$ cat config.mk
export PLATFORM = sky130hd
export DESIGN_NAME = slope_adc_seq
export DESIGN_NICKNAME = d
export VERILOG_FILES = /design/src/pkg/slope_adc_pkg.sv /design/src/logic/ratio_divider.sv /design/src/logic/slope_adc_seq.sv
export SDC_FILE = /design/constraint.sdc
export NUM_CORES = 2
export LEC_CHECK = 0
export ABC_AREA = 1
export BUFFER_PORTS_ARGS = -buffer_cell sky130_fd_sc_hd__buf_4
export CAP_MARGIN = 25
export CELL_PAD_IN_SITES_DETAIL_PLACEMENT = 0
export CELL_PAD_IN_SITES_GLOBAL_PLACEMENT = 1
export CORE_MARGIN = 3
export CORE_UTILIZATION = 46
export CTS_CLUSTER_DIAMETER = 50
export CTS_CLUSTER_SIZE = 20
export DETAILED_ROUTE_END_ITERATION = 16
export PLACE_DENSITY_LB_ADDON = 0.2
export SYNTH_ARGS = -nofsm -noshare
export SYNTH_HDL_FRONTEND = slang
export SYNTH_SLANG_ARGS = --single-unit
export TNS_END_PERCENT = 5
$ cat constraint.sdc
create_clock -name aclk -period 80.7 [get_ports aclk]
set_clock_uncertainty 0.15 [all_clocks]
set_input_delay 12.105 -clock aclk [delete_from_list [all_inputs] [get_ports aclk]]
set_output_delay 12.105 -clock aclk [all_outputs]
set_load 0.03 [all_outputs]
$ cat src/pkg/slope_adc_pkg.sv
// Constants and types for the slope converter sequencer
package slope_adc_pkg;

    // Timing
    localparam int  CLK_HZ          = 25_000_000;
    localparam int  TIMEBASE_HZ     = 20_000_000;
    localparam int  RAMP_PERIOD_US  = 100_000;
    localparam int  RESET_PULSE_US  = 10_000;
    localparam int  SELECT_GAP_NS   = 1_000;
    localparam int  RAMP_PERIOD_CYC = RAMP_PERIOD_US * (CLK_HZ / 1_000_000);
    localparam int  RESET_PULSE_CYC = RESET_PULSE_US * (CLK_HZ / 1_000_000);
    localparam int  SELECT_GAP_CYC  = (SELECT_GAP_NS * (CLK_HZ / 1_000_000)
                                       + 999) / 1_000;

    // Arithmetic
    localparam int  COUNT_W         = 24;
    localparam int  RESULT_W        = 32;
    localparam int  SCALE_K         = 10;
    localparam int  AVG_DEFAULT     = 4;

    // AXI4-Lite register map
    localparam logic [4:0] CTRL_OFS   = 5'h00;
    localparam logic [4:0] STATUS_OFS = 5'h04;
    localparam logic [4:0] RESULT_OFS = 5'h08;
    localparam logic [4:0] ZERO_OFS   = 5'h0c;
    localparam logic [4:0] FULL_OFS   = 5'h10;
    localparam logic [4:0] UNK_OFS    = 5'h14;
    localparam logic [4:0] AVG_OFS    = 5'h18;
    localparam logic [7:0] AVG_RESET  = 8'h01;
    localparam logic [1:0] RESP_OKAY  = 2'b00;
    localparam logic [1:0] RESP_SLVERR = 2'b10;

    // Source select codes, one-hot except SEL_NONE, which is all zero
    localparam logic [2:0] SEL_NONE = 3'b000;
    localparam logic [2:0] SEL_ZERO = 3'b001;
    localparam logic [2:0] SEL_FULL = 3'b010;
    localparam logic [2:0] SEL_UNK  = 3'b100;

    typedef enum logic [2:0] {
        ST_IDLE   = 3'b000,
        ST_GAP    = 3'b001,
        ST_WAIT   = 3'b010,
        ST_COUNT  = 3'b011,
        ST_DIVIDE = 3'b100,
        ST_DONE   = 3'b101
    } seq_state_t;

endpackage

$ cat src/logic/ratio_divider.sv
// Serial restoring divider for the ratiometric result
`timescale 1ns/1ps
module ratio_divider
    import slope_adc_pkg::*;
#(
    parameter int W = RESULT_W
) (
    input  wire logic         aclk,
    input  wire logic         aresetn,
    input  wire logic         start,
    input  wire logic [W-1:0] dividend,
    input  wire logic [W-1:0] divisor,
    output logic              done,
    output logic [W-1:0]      quotient
);

    logic [W-1:0]         rem_q;
    logic [W-1:0]         quo_q;
    logic [$clog2(W+1)-1:0] cnt_q;
    logic                 busy_q;
    logic [W:0]           trial;
    logic [W:0]           shifted;

    assign shifted = {rem_q, quo_q[W-1]};
    assign trial   = shifted - {1'b0, divisor};

    always_ff @(posedge aclk) begin
        if (!aresetn) begin
            rem_q    <= '0;
            quo_q    <= '0;
            cnt_q    <= '0;
            busy_q   <= 1'b0;
            done     <= 1'b0;
            quotient <= '0;
        end else begin
            done <= 1'b0;
            if (start) begin
                rem_q  <= '0;
                quo_q  <= dividend;
                cnt_q  <= ($clog2(W+1))'(W);
                busy_q <= 1'b1;
            end else if (busy_q) begin
                if (!trial[W]) begin
                    rem_q <= trial[W-1:0];
                    quo_q <= {quo_q[W-2:0], 1'b1};
                end else begin
                    rem_q <= shifted[W-1:0];
                    quo_q <= {quo_q[W-2:0], 1'b0};
                end
                cnt_q <= cnt_q - 1'b1;
                if (cnt_q == 1) begin
                    busy_q <= 1'b0;
                    done   <= 1'b1;
                    quotient <= (divisor == '0) ? '1 :
                                (!trial[W] ? {quo_q[W-2:0], 1'b1}
                                           : {quo_q[W-2:0], 1'b0});
                end
            end
        end
    end

endmodule // ratio_divider

$ cat src/logic/slope_adc_seq.sv
// Sequencer for a calibrated single-slope integrating converter
//
// The implementer's own choices: register access over AXI4-Lite and the address map.
`timescale 1ns/1ps
module slope_adc_seq
    import slope_adc_pkg::*;
#(
    parameter int RAMP_CYC  = RAMP_PERIOD_CYC,
    parameter int RESET_CYC = RESET_PULSE_CYC,
    parameter int AVG_N     = AVG_DEFAULT
) (
    input  wire logic        aclk,
    input  wire logic        aresetn,
    input  wire logic [4:0]  s_axi_awaddr,
    input  wire logic        s_axi_awvalid,
    output logic             s_axi_awready,
    input  wire logic [31:0] s_axi_wdata,
    input  wire logic [3:0]  s_axi_wstrb,
    input  wire logic        s_axi_wvalid,
    output logic             s_axi_wready,
    output logic [1:0]       s_axi_bresp,
    output logic             s_axi_bvalid,
    input  wire logic        s_axi_bready,
    input  wire logic [4:0]  s_axi_araddr,
    input  wire logic        s_axi_arvalid,
    output logic             s_axi_arready,
    output logic [31:0]      s_axi_rdata,
    output logic [1:0]       s_axi_rresp,
    output logic             s_axi_rvalid,
    input  wire logic        s_axi_rready,
    input  wire logic        convert,
    output logic             busy,
    output logic             result_valid,
    output logic [31:0]      result,
    output logic             integ_reset,
    output logic [2:0]       source_sel,
    input  wire logic        width_in
);

    ////////////////////////////////////////////////////////////////////
    // Ramp timebase

    logic [31:0] ramp_cnt_q;
    logic        ramp_start;
    logic        integ_reset_d;

    assign ramp_start    = (ramp_cnt_q == 32'(RESET_CYC));
    assign integ_reset_d = (ramp_cnt_q < 32'(RESET_CYC));

    always_ff @(posedge aclk) begin
        if (!aresetn) begin
            ramp_cnt_q  <= '0;
            integ_reset <= 1'b1;
        end else begin
            ramp_cnt_q  <= (ramp_cnt_q == 32'(RAMP_CYC - 1)) ? '0
                                                            : ramp_cnt_q + 1;
            integ_reset <= integ_reset_d;
        end
    end

    ////////////////////////////////////////////////////////////////////
    // Width input synchroniser

    logic width_m_q;
    logic width_s_q;
    logic width_p_q;

    always_ff @(posedge aclk) begin
        if (!aresetn) begin
            width_m_q <= 1'b0;
            width_s_q <= 1'b0;
            width_p_q <= 1'b0;
        end else begin
            width_m_q <= width_in;
            width_s_q <= width_m_q;
            width_p_q <= width_s_q;
        end
    end

    ////////////////////////////////////////////////////////////////////
    // Register bus

    logic [7:0]  avg_q;
    logic        sw_convert_q;
    logic        aw_held_q;
    logic        w_held_q;
    logic [4:0]  awaddr_q;
    logic [31:0] wdata_q;
    logic [3:0]  wstrb_q;
    logic        do_write;
    logic        avg_hit;
    logic        ctrl_hit;
    logic        rd_hit;
    logic [31:0] rd_mux;
    logic [COUNT_W-1:0] zero_q;
    logic [COUNT_W-1:0] full_q;
    logic [COUNT_W-1:0] unk_q;

    assign s_axi_awready = !aw_held_q && !s_axi_bvalid;
    assign s_axi_wready  = !w_held_q && !s_axi_bvalid;
    assign do_write      = aw_held_q && w_held_q && !s_axi_bvalid;
    assign ctrl_hit      = (awaddr_q == CTRL_OFS);
    assign avg_hit       = (awaddr_q == AVG_OFS);
    assign s_axi_arready = !s_axi_rvalid;
    assign rd_hit        = (s_axi_araddr == CTRL_OFS)
                        || (s_axi_araddr == STATUS_OFS)
                        || (s_axi_araddr == RESULT_OFS)
                        || (s_axi_araddr == ZERO_OFS)
                        || (s_axi_araddr == FULL_OFS)
                        || (s_axi_araddr == UNK_OFS)
                        || (s_axi_araddr == AVG_OFS);
    assign rd_mux = (s_axi_araddr == STATUS_OFS) ? {30'h0, result_valid, busy}
                  : (s_axi_araddr == RESULT_OFS) ? result
                  : (s_axi_araddr == ZERO_OFS)   ? 32'(zero_q)
                  : (s_axi_araddr == FULL_OFS)   ? 32'(full_q)
                  : (s_axi_araddr == UNK_OFS)    ? 32'(unk_q)
                  : (s_axi_araddr == AVG_OFS)    ? {24'h0, avg_q}
                  : 32'h0;

    always_ff @(posedge aclk) begin
        if (!aresetn) begin
            aw_held_q    <= 1'b0;
            w_held_q     <= 1'b0;
            awaddr_q     <= '0;
            wdata_q      <= '0;
            wstrb_q      <= '0;
            s_axi_bvalid <= 1'b0;
            s_axi_bresp  <= RESP_OKAY;
            avg_q        <= 8'(AVG_N);
            sw_convert_q <= 1'b0;
        end else begin
            sw_convert_q <= 1'b0;
            if (s_axi_awvalid && s_axi_awready) begin
                aw_held_q <= 1'b1;
                awaddr_q  <= s_axi_awaddr;
            end
            if (s_axi_wvalid && s_axi_wready) begin
                w_held_q <= 1'b1;
                wdata_q  <= s_axi_wdata;
                wstrb_q  <= s_axi_wstrb;
            end
            if (do_write) begin
                aw_held_q    <= 1'b0;
                w_held_q     <= 1'b0;
                s_axi_bvalid <= 1'b1;
                s_axi_bresp  <= (ctrl_hit || avg_hit) ? RESP_OKAY
                                                      : RESP_SLVERR;
                if (avg_hit && wstrb_q[0]) begin
                    avg_q <= (wdata_q[7:0] == 8'h00) ? AVG_RESET
                                                     : wdata_q[7:0];
                end
                if (ctrl_hit && wstrb_q[0] && wdata_q[0]) begin
                    sw_convert_q <= 1'b1;
                end
            end else if (s_axi_bvalid && s_axi_bready) begin
                s_axi_bvalid <= 1'b0;
            end
        end
    end

    always_ff @(posedge aclk) begin
        if (!aresetn) begin
            s_axi_rvalid <= 1'b0;
            s_axi_rdata  <= '0;
            s_axi_rresp  <= RESP_OKAY;
        end else if (s_axi_arvalid && s_axi_arready) begin
            s_axi_rvalid <= 1'b1;
            s_axi_rdata  <= rd_mux;
            s_axi_rresp  <= rd_hit ? RESP_OKAY : RESP_SLVERR;
        end else if (s_axi_rvalid && s_axi_rready) begin
            s_axi_rvalid <= 1'b0;
        end
    end

    ////////////////////////////////////////////////////////////////////
    // Conversion sequencer

    seq_state_t             state_q;
    logic [1:0]             phase_q;
    logic [7:0]             pass_q;
    logic [7:0]             gap_q;
    logic [COUNT_W-1:0]     count_q;
    logic [RESULT_W-1:0]    acc_q;
    logic                   start_cmd;
    logic                   div_start;
    logic                   div_done;
    logic [RESULT_W-1:0]    quotient;
    logic [RESULT_W-1:0]    numer;
    logic [RESULT_W-1:0]    denom;
    logic [2:0]             phase_sel;
    logic                   crossed;

    assign start_cmd = (convert || sw_convert_q) && (state_q == ST_IDLE);
    assign busy      = (state_q != ST_IDLE);
    // Falling edge of gated width only
    assign crossed   = width_p_q && !width_s_q;
    assign phase_sel = (phase_q == 2'd0) ? SEL_ZERO
                     : (phase_q == 2'd1) ? SEL_FULL : SEL_UNK;
    assign numer = RESULT_W'((unk_q > zero_q) ? (unk_q - zero_q) : '0)
                 * RESULT_W'(SCALE_K);
    assign denom = RESULT_W'((full_q > zero_q) ? (full_q - zero_q) : '0);
    assign div_start = (state_q == ST_COUNT) && crossed && (phase_q == 2'd2);

    ratio_divider #(
        .W        (RESULT_W)
    ) u_div (
        .aclk     (aclk),
        .aresetn  (aresetn),
        .start    (state_q == ST_DIVIDE && gap_q == 8'h00),
        .dividend (numer),
        .divisor  (denom),
        .done     (div_done),
        .quotient (quotient)
    );

    always_ff @(posedge aclk) begin
        if (!aresetn) begin
            state_q      <= ST_IDLE;
            phase_q      <= '0;
            pass_q       <= '0;
            gap_q        <= '0;
            count_q      <= '0;
            acc_q        <= '0;
            zero_q       <= '0;
            full_q       <= '0;
            unk_q        <= '0;
            result       <= '0;
            result_valid <= 1'b0;
            source_sel   <= SEL_NONE;
        end else begin
            case (state_q)
                ST_IDLE: begin
                    if (start_cmd) begin
                        phase_q      <= 2'd0;
                        pass_q       <= '0;
                        acc_q        <= '0;
                        gap_q        <= 8'(SELECT_GAP_CYC);
                        result_valid <= 1'b0;
                        source_sel   <= SEL_NONE;
                        state_q      <= ST_GAP;
                    end
                end
                ST_GAP: begin
                    if (gap_q == 8'h00) begin
                        source_sel <= phase_sel;
                        state_q    <= ST_WAIT;
                    end else begin
                        gap_q <= gap_q - 1'b1;
                    end
                end
                ST_WAIT: begin
                    if (ramp_start) begin
                        count_q <= '0;
                        state_q <= ST_COUNT;
                    end
                end
                ST_COUNT: begin
                    if (crossed || ramp_start) begin
                        case (phase_q)
                            2'd0:    zero_q <= count_q;
                            2'd1:    full_q <= count_q;
                            default: unk_q  <= count_q;
                        endcase
                        source_sel <= SEL_NONE;
                        gap_q      <= 8'(SELECT_GAP_CYC);
                        if (phase_q == 2'd2) begin
                            gap_q   <= 8'h00;
                            state_q <= ST_DIVIDE;
                        end else begin
                            phase_q <= phase_q + 1'b1;
                            state_q <= ST_GAP;
                        end
                    end else begin
                        count_q <= count_q + 1'b1;
                    end
                end
                ST_DIVIDE: begin
                    gap_q <= 8'h01;
                    if (div_done) begin
                        acc_q  <= acc_q + quotient;
                        pass_q <= pass_q + 1'b1;
                        state_q <= ST_DONE;
                    end
                end
                ST_DONE: begin
                    if (pass_q >= avg_q) begin
                        result       <= acc_q / RESULT_W'(avg_q);
                        result_valid <= 1'b1;
                        state_q      <= ST_IDLE;
                    end else begin
                        phase_q <= 2'd0;
                        gap_q   <= 8'(SELECT_GAP_CYC);
                        state_q <= ST_GAP;
                    end
                end
                default: state_q <= ST_IDLE;
            endcase
        end
    end

    logic unused_ok;
    assign unused_ok = div_start;

endmodule // slope_adc_seq

==> flow_summary_export.csv <==
group,metric,value,unit
floorplan,coreArea,0.09899,mm²
synth,yosysSeqAreaShare,0.1673,
synth,ys.flop_type,"dfxtp_1",
clocking,cts_buffer_depth,3,
synth,synth_cells,7433,
critical_path,end_kind,"flop",
global_route,grt_use_met1,0.3710,
critical_path,crit_path_max_fanout,36,
floorplan,dieHeight,322.9,µm
floorplan,dieArea,0.1043,mm²
timing,fin_crit,72.63,ns
synth,ys_warn_count,0,
critical_path,critical_path_arrival,73.01,ns
global_route,groute.usage.overall,0.2730,
floorplan,io_pins,134,
timing,rsz0062_at_grt,"false",
critical_path,start_kind,"flop",
timing,setup-tns-final,0,ns
finish,fill_cells,10390,
drt,ant_nets,0,
timing,fmax,0.01377,GHz
drt,via_per_inst,5.424,
global_route,grt_pass1_wl,231200,µm
floorplan,rows,115,
global_route,grt_busiest_layer,"met2",
hold_path,hold_path.class,"flop to flop",
critical_path,slowest_delay,0.46,ns
drt,drtIter0Drc,3098,
timing,setup_viol,0,
drt,drtPass1Iterations,6,
outcome,status,"complete, no violations",
finish,nets,7899,
critical_path,crit_top_cell,"nand2_1",
global_route,grt_pass1_vias,43540,
critical_path,required,81.08,ns
clocking,htree_levels,2,
timing,whs,0.2599,ns
global_route,grtUsageMet3,0.03335,
timing,maxSlewHeadroom,0.3052,
clocking,cts_sinks,386,
synth,synth_cell_types,83,
clocking,cts_buffers,59,
drt,vias,47580,
placed_design,numPortBuffers,104,
critical_path,critPathSlowestCell,"a21oi_1",
run,max-cap-violations,0,
placed_design,hpwl,117300,µm
finish,stdcell_count,8771,
clocking,cts-root-buf,"clkbuf_16",
finish,final_util,0.5051,
global_route,gr-total-overflow,0,
placed_design,placed_cells,8652,
clocking,cts_tree,"yes",
drt,wl,146900,µm
synth,avgSynthCellArea,6.215,µm²
floorplan,initial_core_util,0.4666,
drt,route.detailed.drc,0,
placed_design,place.gp.congestion,0.9758,
timing,fin_crit_sh,0.9000,
global_route,grt_start_max_net_pins,105,
finish,syn_to_final_growth,8.250,%
clocking,clk_pin_slew_worst_paths,0.06,ns
finish,drive_gt1_frac,0.1165,
drt,wl_per_cell,16.75,µm
synth,synth-edff-count,0,
synth,ys_async_sr_fraction,0,
synth,yosys_register_bits,386,
critical_path,worstSetupPathType,"flop to flop",
timing,drv_slew,0,
clocking,clk_latency,0.68,ns
global_route,grt_util_met2,0.4511,
floorplan,chipWidth,322.9,µm
timing,tightest_slew,1.041,ns
synth,synth_area,0.04619,mm²
global_route,antenna_found_initial,2,
timing,finalHoldViolations,0,
==> cells in the mapped netlist (48+ instances only) <==
cell,n,area share
o211ai_1,93,0.015
clkbuf_1,163,0.013
a31oi_1,49,0.0066
o21ai_1,48,0.0052
inv_2,52,0.0042
ha_1,407,0.11
xor2_1,181,0.034
o21ai_0,480,0.052
nand2_1,1648,0.13
nor2_1,656,0.053
a21oi_1,578,0.063
nor3_1,87,0.0094
nand3_1,489,0.053
nor2_2,96,0.013
nand2_2,174,0.024
xnor2_1,77,0.015
inv_1,971,0.079
dfxtp_1,386,0.17
nand4_1,162,0.022
nand3_2,98,0.021
==> cells by family after synthesis <==
group | Yosys count | synth area share
AOI/OAI and AO/OA | 1452 | 0.1775
xor gates and xnor gates | 258 | 0.04892
buffers and inverters | 1275 | 0.1131
and+or+nand+nor | 3649 | 0.3807
adders and majority gates | 412 | 0.1124
DFF | 386 | 0.1673
other | 1 | 0.00008118
==> area by class of cell <==
| cell class | count | area [µm²] | share of cell area |
|---|---|---|---|
| antenna | 1 | 2.502 | 0.00005004 |
| sequential | 386 | 7729 | 0.1546 |
| clock buffer | 70 | 1588 | 0.03175 |
| timing repair buffer | 149 | 1122 | 0.02244 |
| tap | 1287 | 1610 | 0.03220 |
| multi-input combinational | 5776 | 33310 | 0.6662 |
| inverter | 1060 | 4041 | 0.08082 |
| clock inverter | 42 | 600.6 | 0.01201 |
==> layer usage <==
metal | up-vias | share of wire
met3 | 227 | 0.047
met1 | 21700 | 0.48
met5 | - | 0.000082
met2 | 966 | 0.44
li1 | 24680 | -
met4 | 2 | 0.031
==> final timing paths <==
check                   startpoint                endpoint  slack, ns  cells after the start
min           width_m_q$_SDFF_PN0_    width_s_q$_SDFF_PN0_       0.26                      2
max          avg_q[4]$_SDFFE_PN0P_  result[0]$_SDFFE_PN0P_       8.07                    400
max reg2reg  avg_q[4]$_SDFFE_PN0P_  result[0]$_SDFFE_PN0P_       8.07                    400
min reg2reg   width_m_q$_SDFF_PN0_    width_s_q$_SDFF_PN0_       0.26                      2
==> sequential cells by signal, summed over array words and instances (netlist names), 32 cells and up <==
register / cells
acc_q: 32
ramp_cnt_q: 32
result: 32
s_axi_rdata: 32
u_div.quo_q: 32
u_div.quotient: 32
u_div.rem_q: 32
==> cell usage in the layout (no fill, tap or decap), types with 148 or more instances in the layout <==
cell and count:
nor2_1 651, ha_1 407, buf_4 148, nand4_1 162, o21ai_0 478, nand3_1 489
a21oi_1 578, xor2_1 181, inv_1 964, nand2_1 1648, nand2_2 174, dfxtp_1 385
==> metrics by stage <==
step / area (µm²) / setup slack, ns
after floorplan: 46200 / 17.34
after global placement: 47750 / 7.245
after detailed placement: 47750 / 6.443
after CTS: 49930 / 6.156
after global routing: 50000 / 0.2231
final: 50010 / 8.069
==> worst max-delay path, delay by kind of cell (launching register included) <==
family                     cells  cell delay [ns]
AOI/OAI and AO/OA            117            23.42
adders and majority gates     31            10.37
DFF                            1             0.43
buffers and inverters         70            10.59
and+or+nand+nor              182            27.27
==> repair_timing <==
| item | CTS | global route |
|---|---|---|
| hold buffers | 0 | 0 |
| resized for setup | 0 | 6 |
| setup buffers | 0 | 3 |
| hold endpoints to repair | 0 | 0 |
| setup endpoints to repair | 0 | 2 |
Power is left out: the tool's default activity adds up to more than one toggle a clock period on the data nets, which glitch-free logic cannot reach.
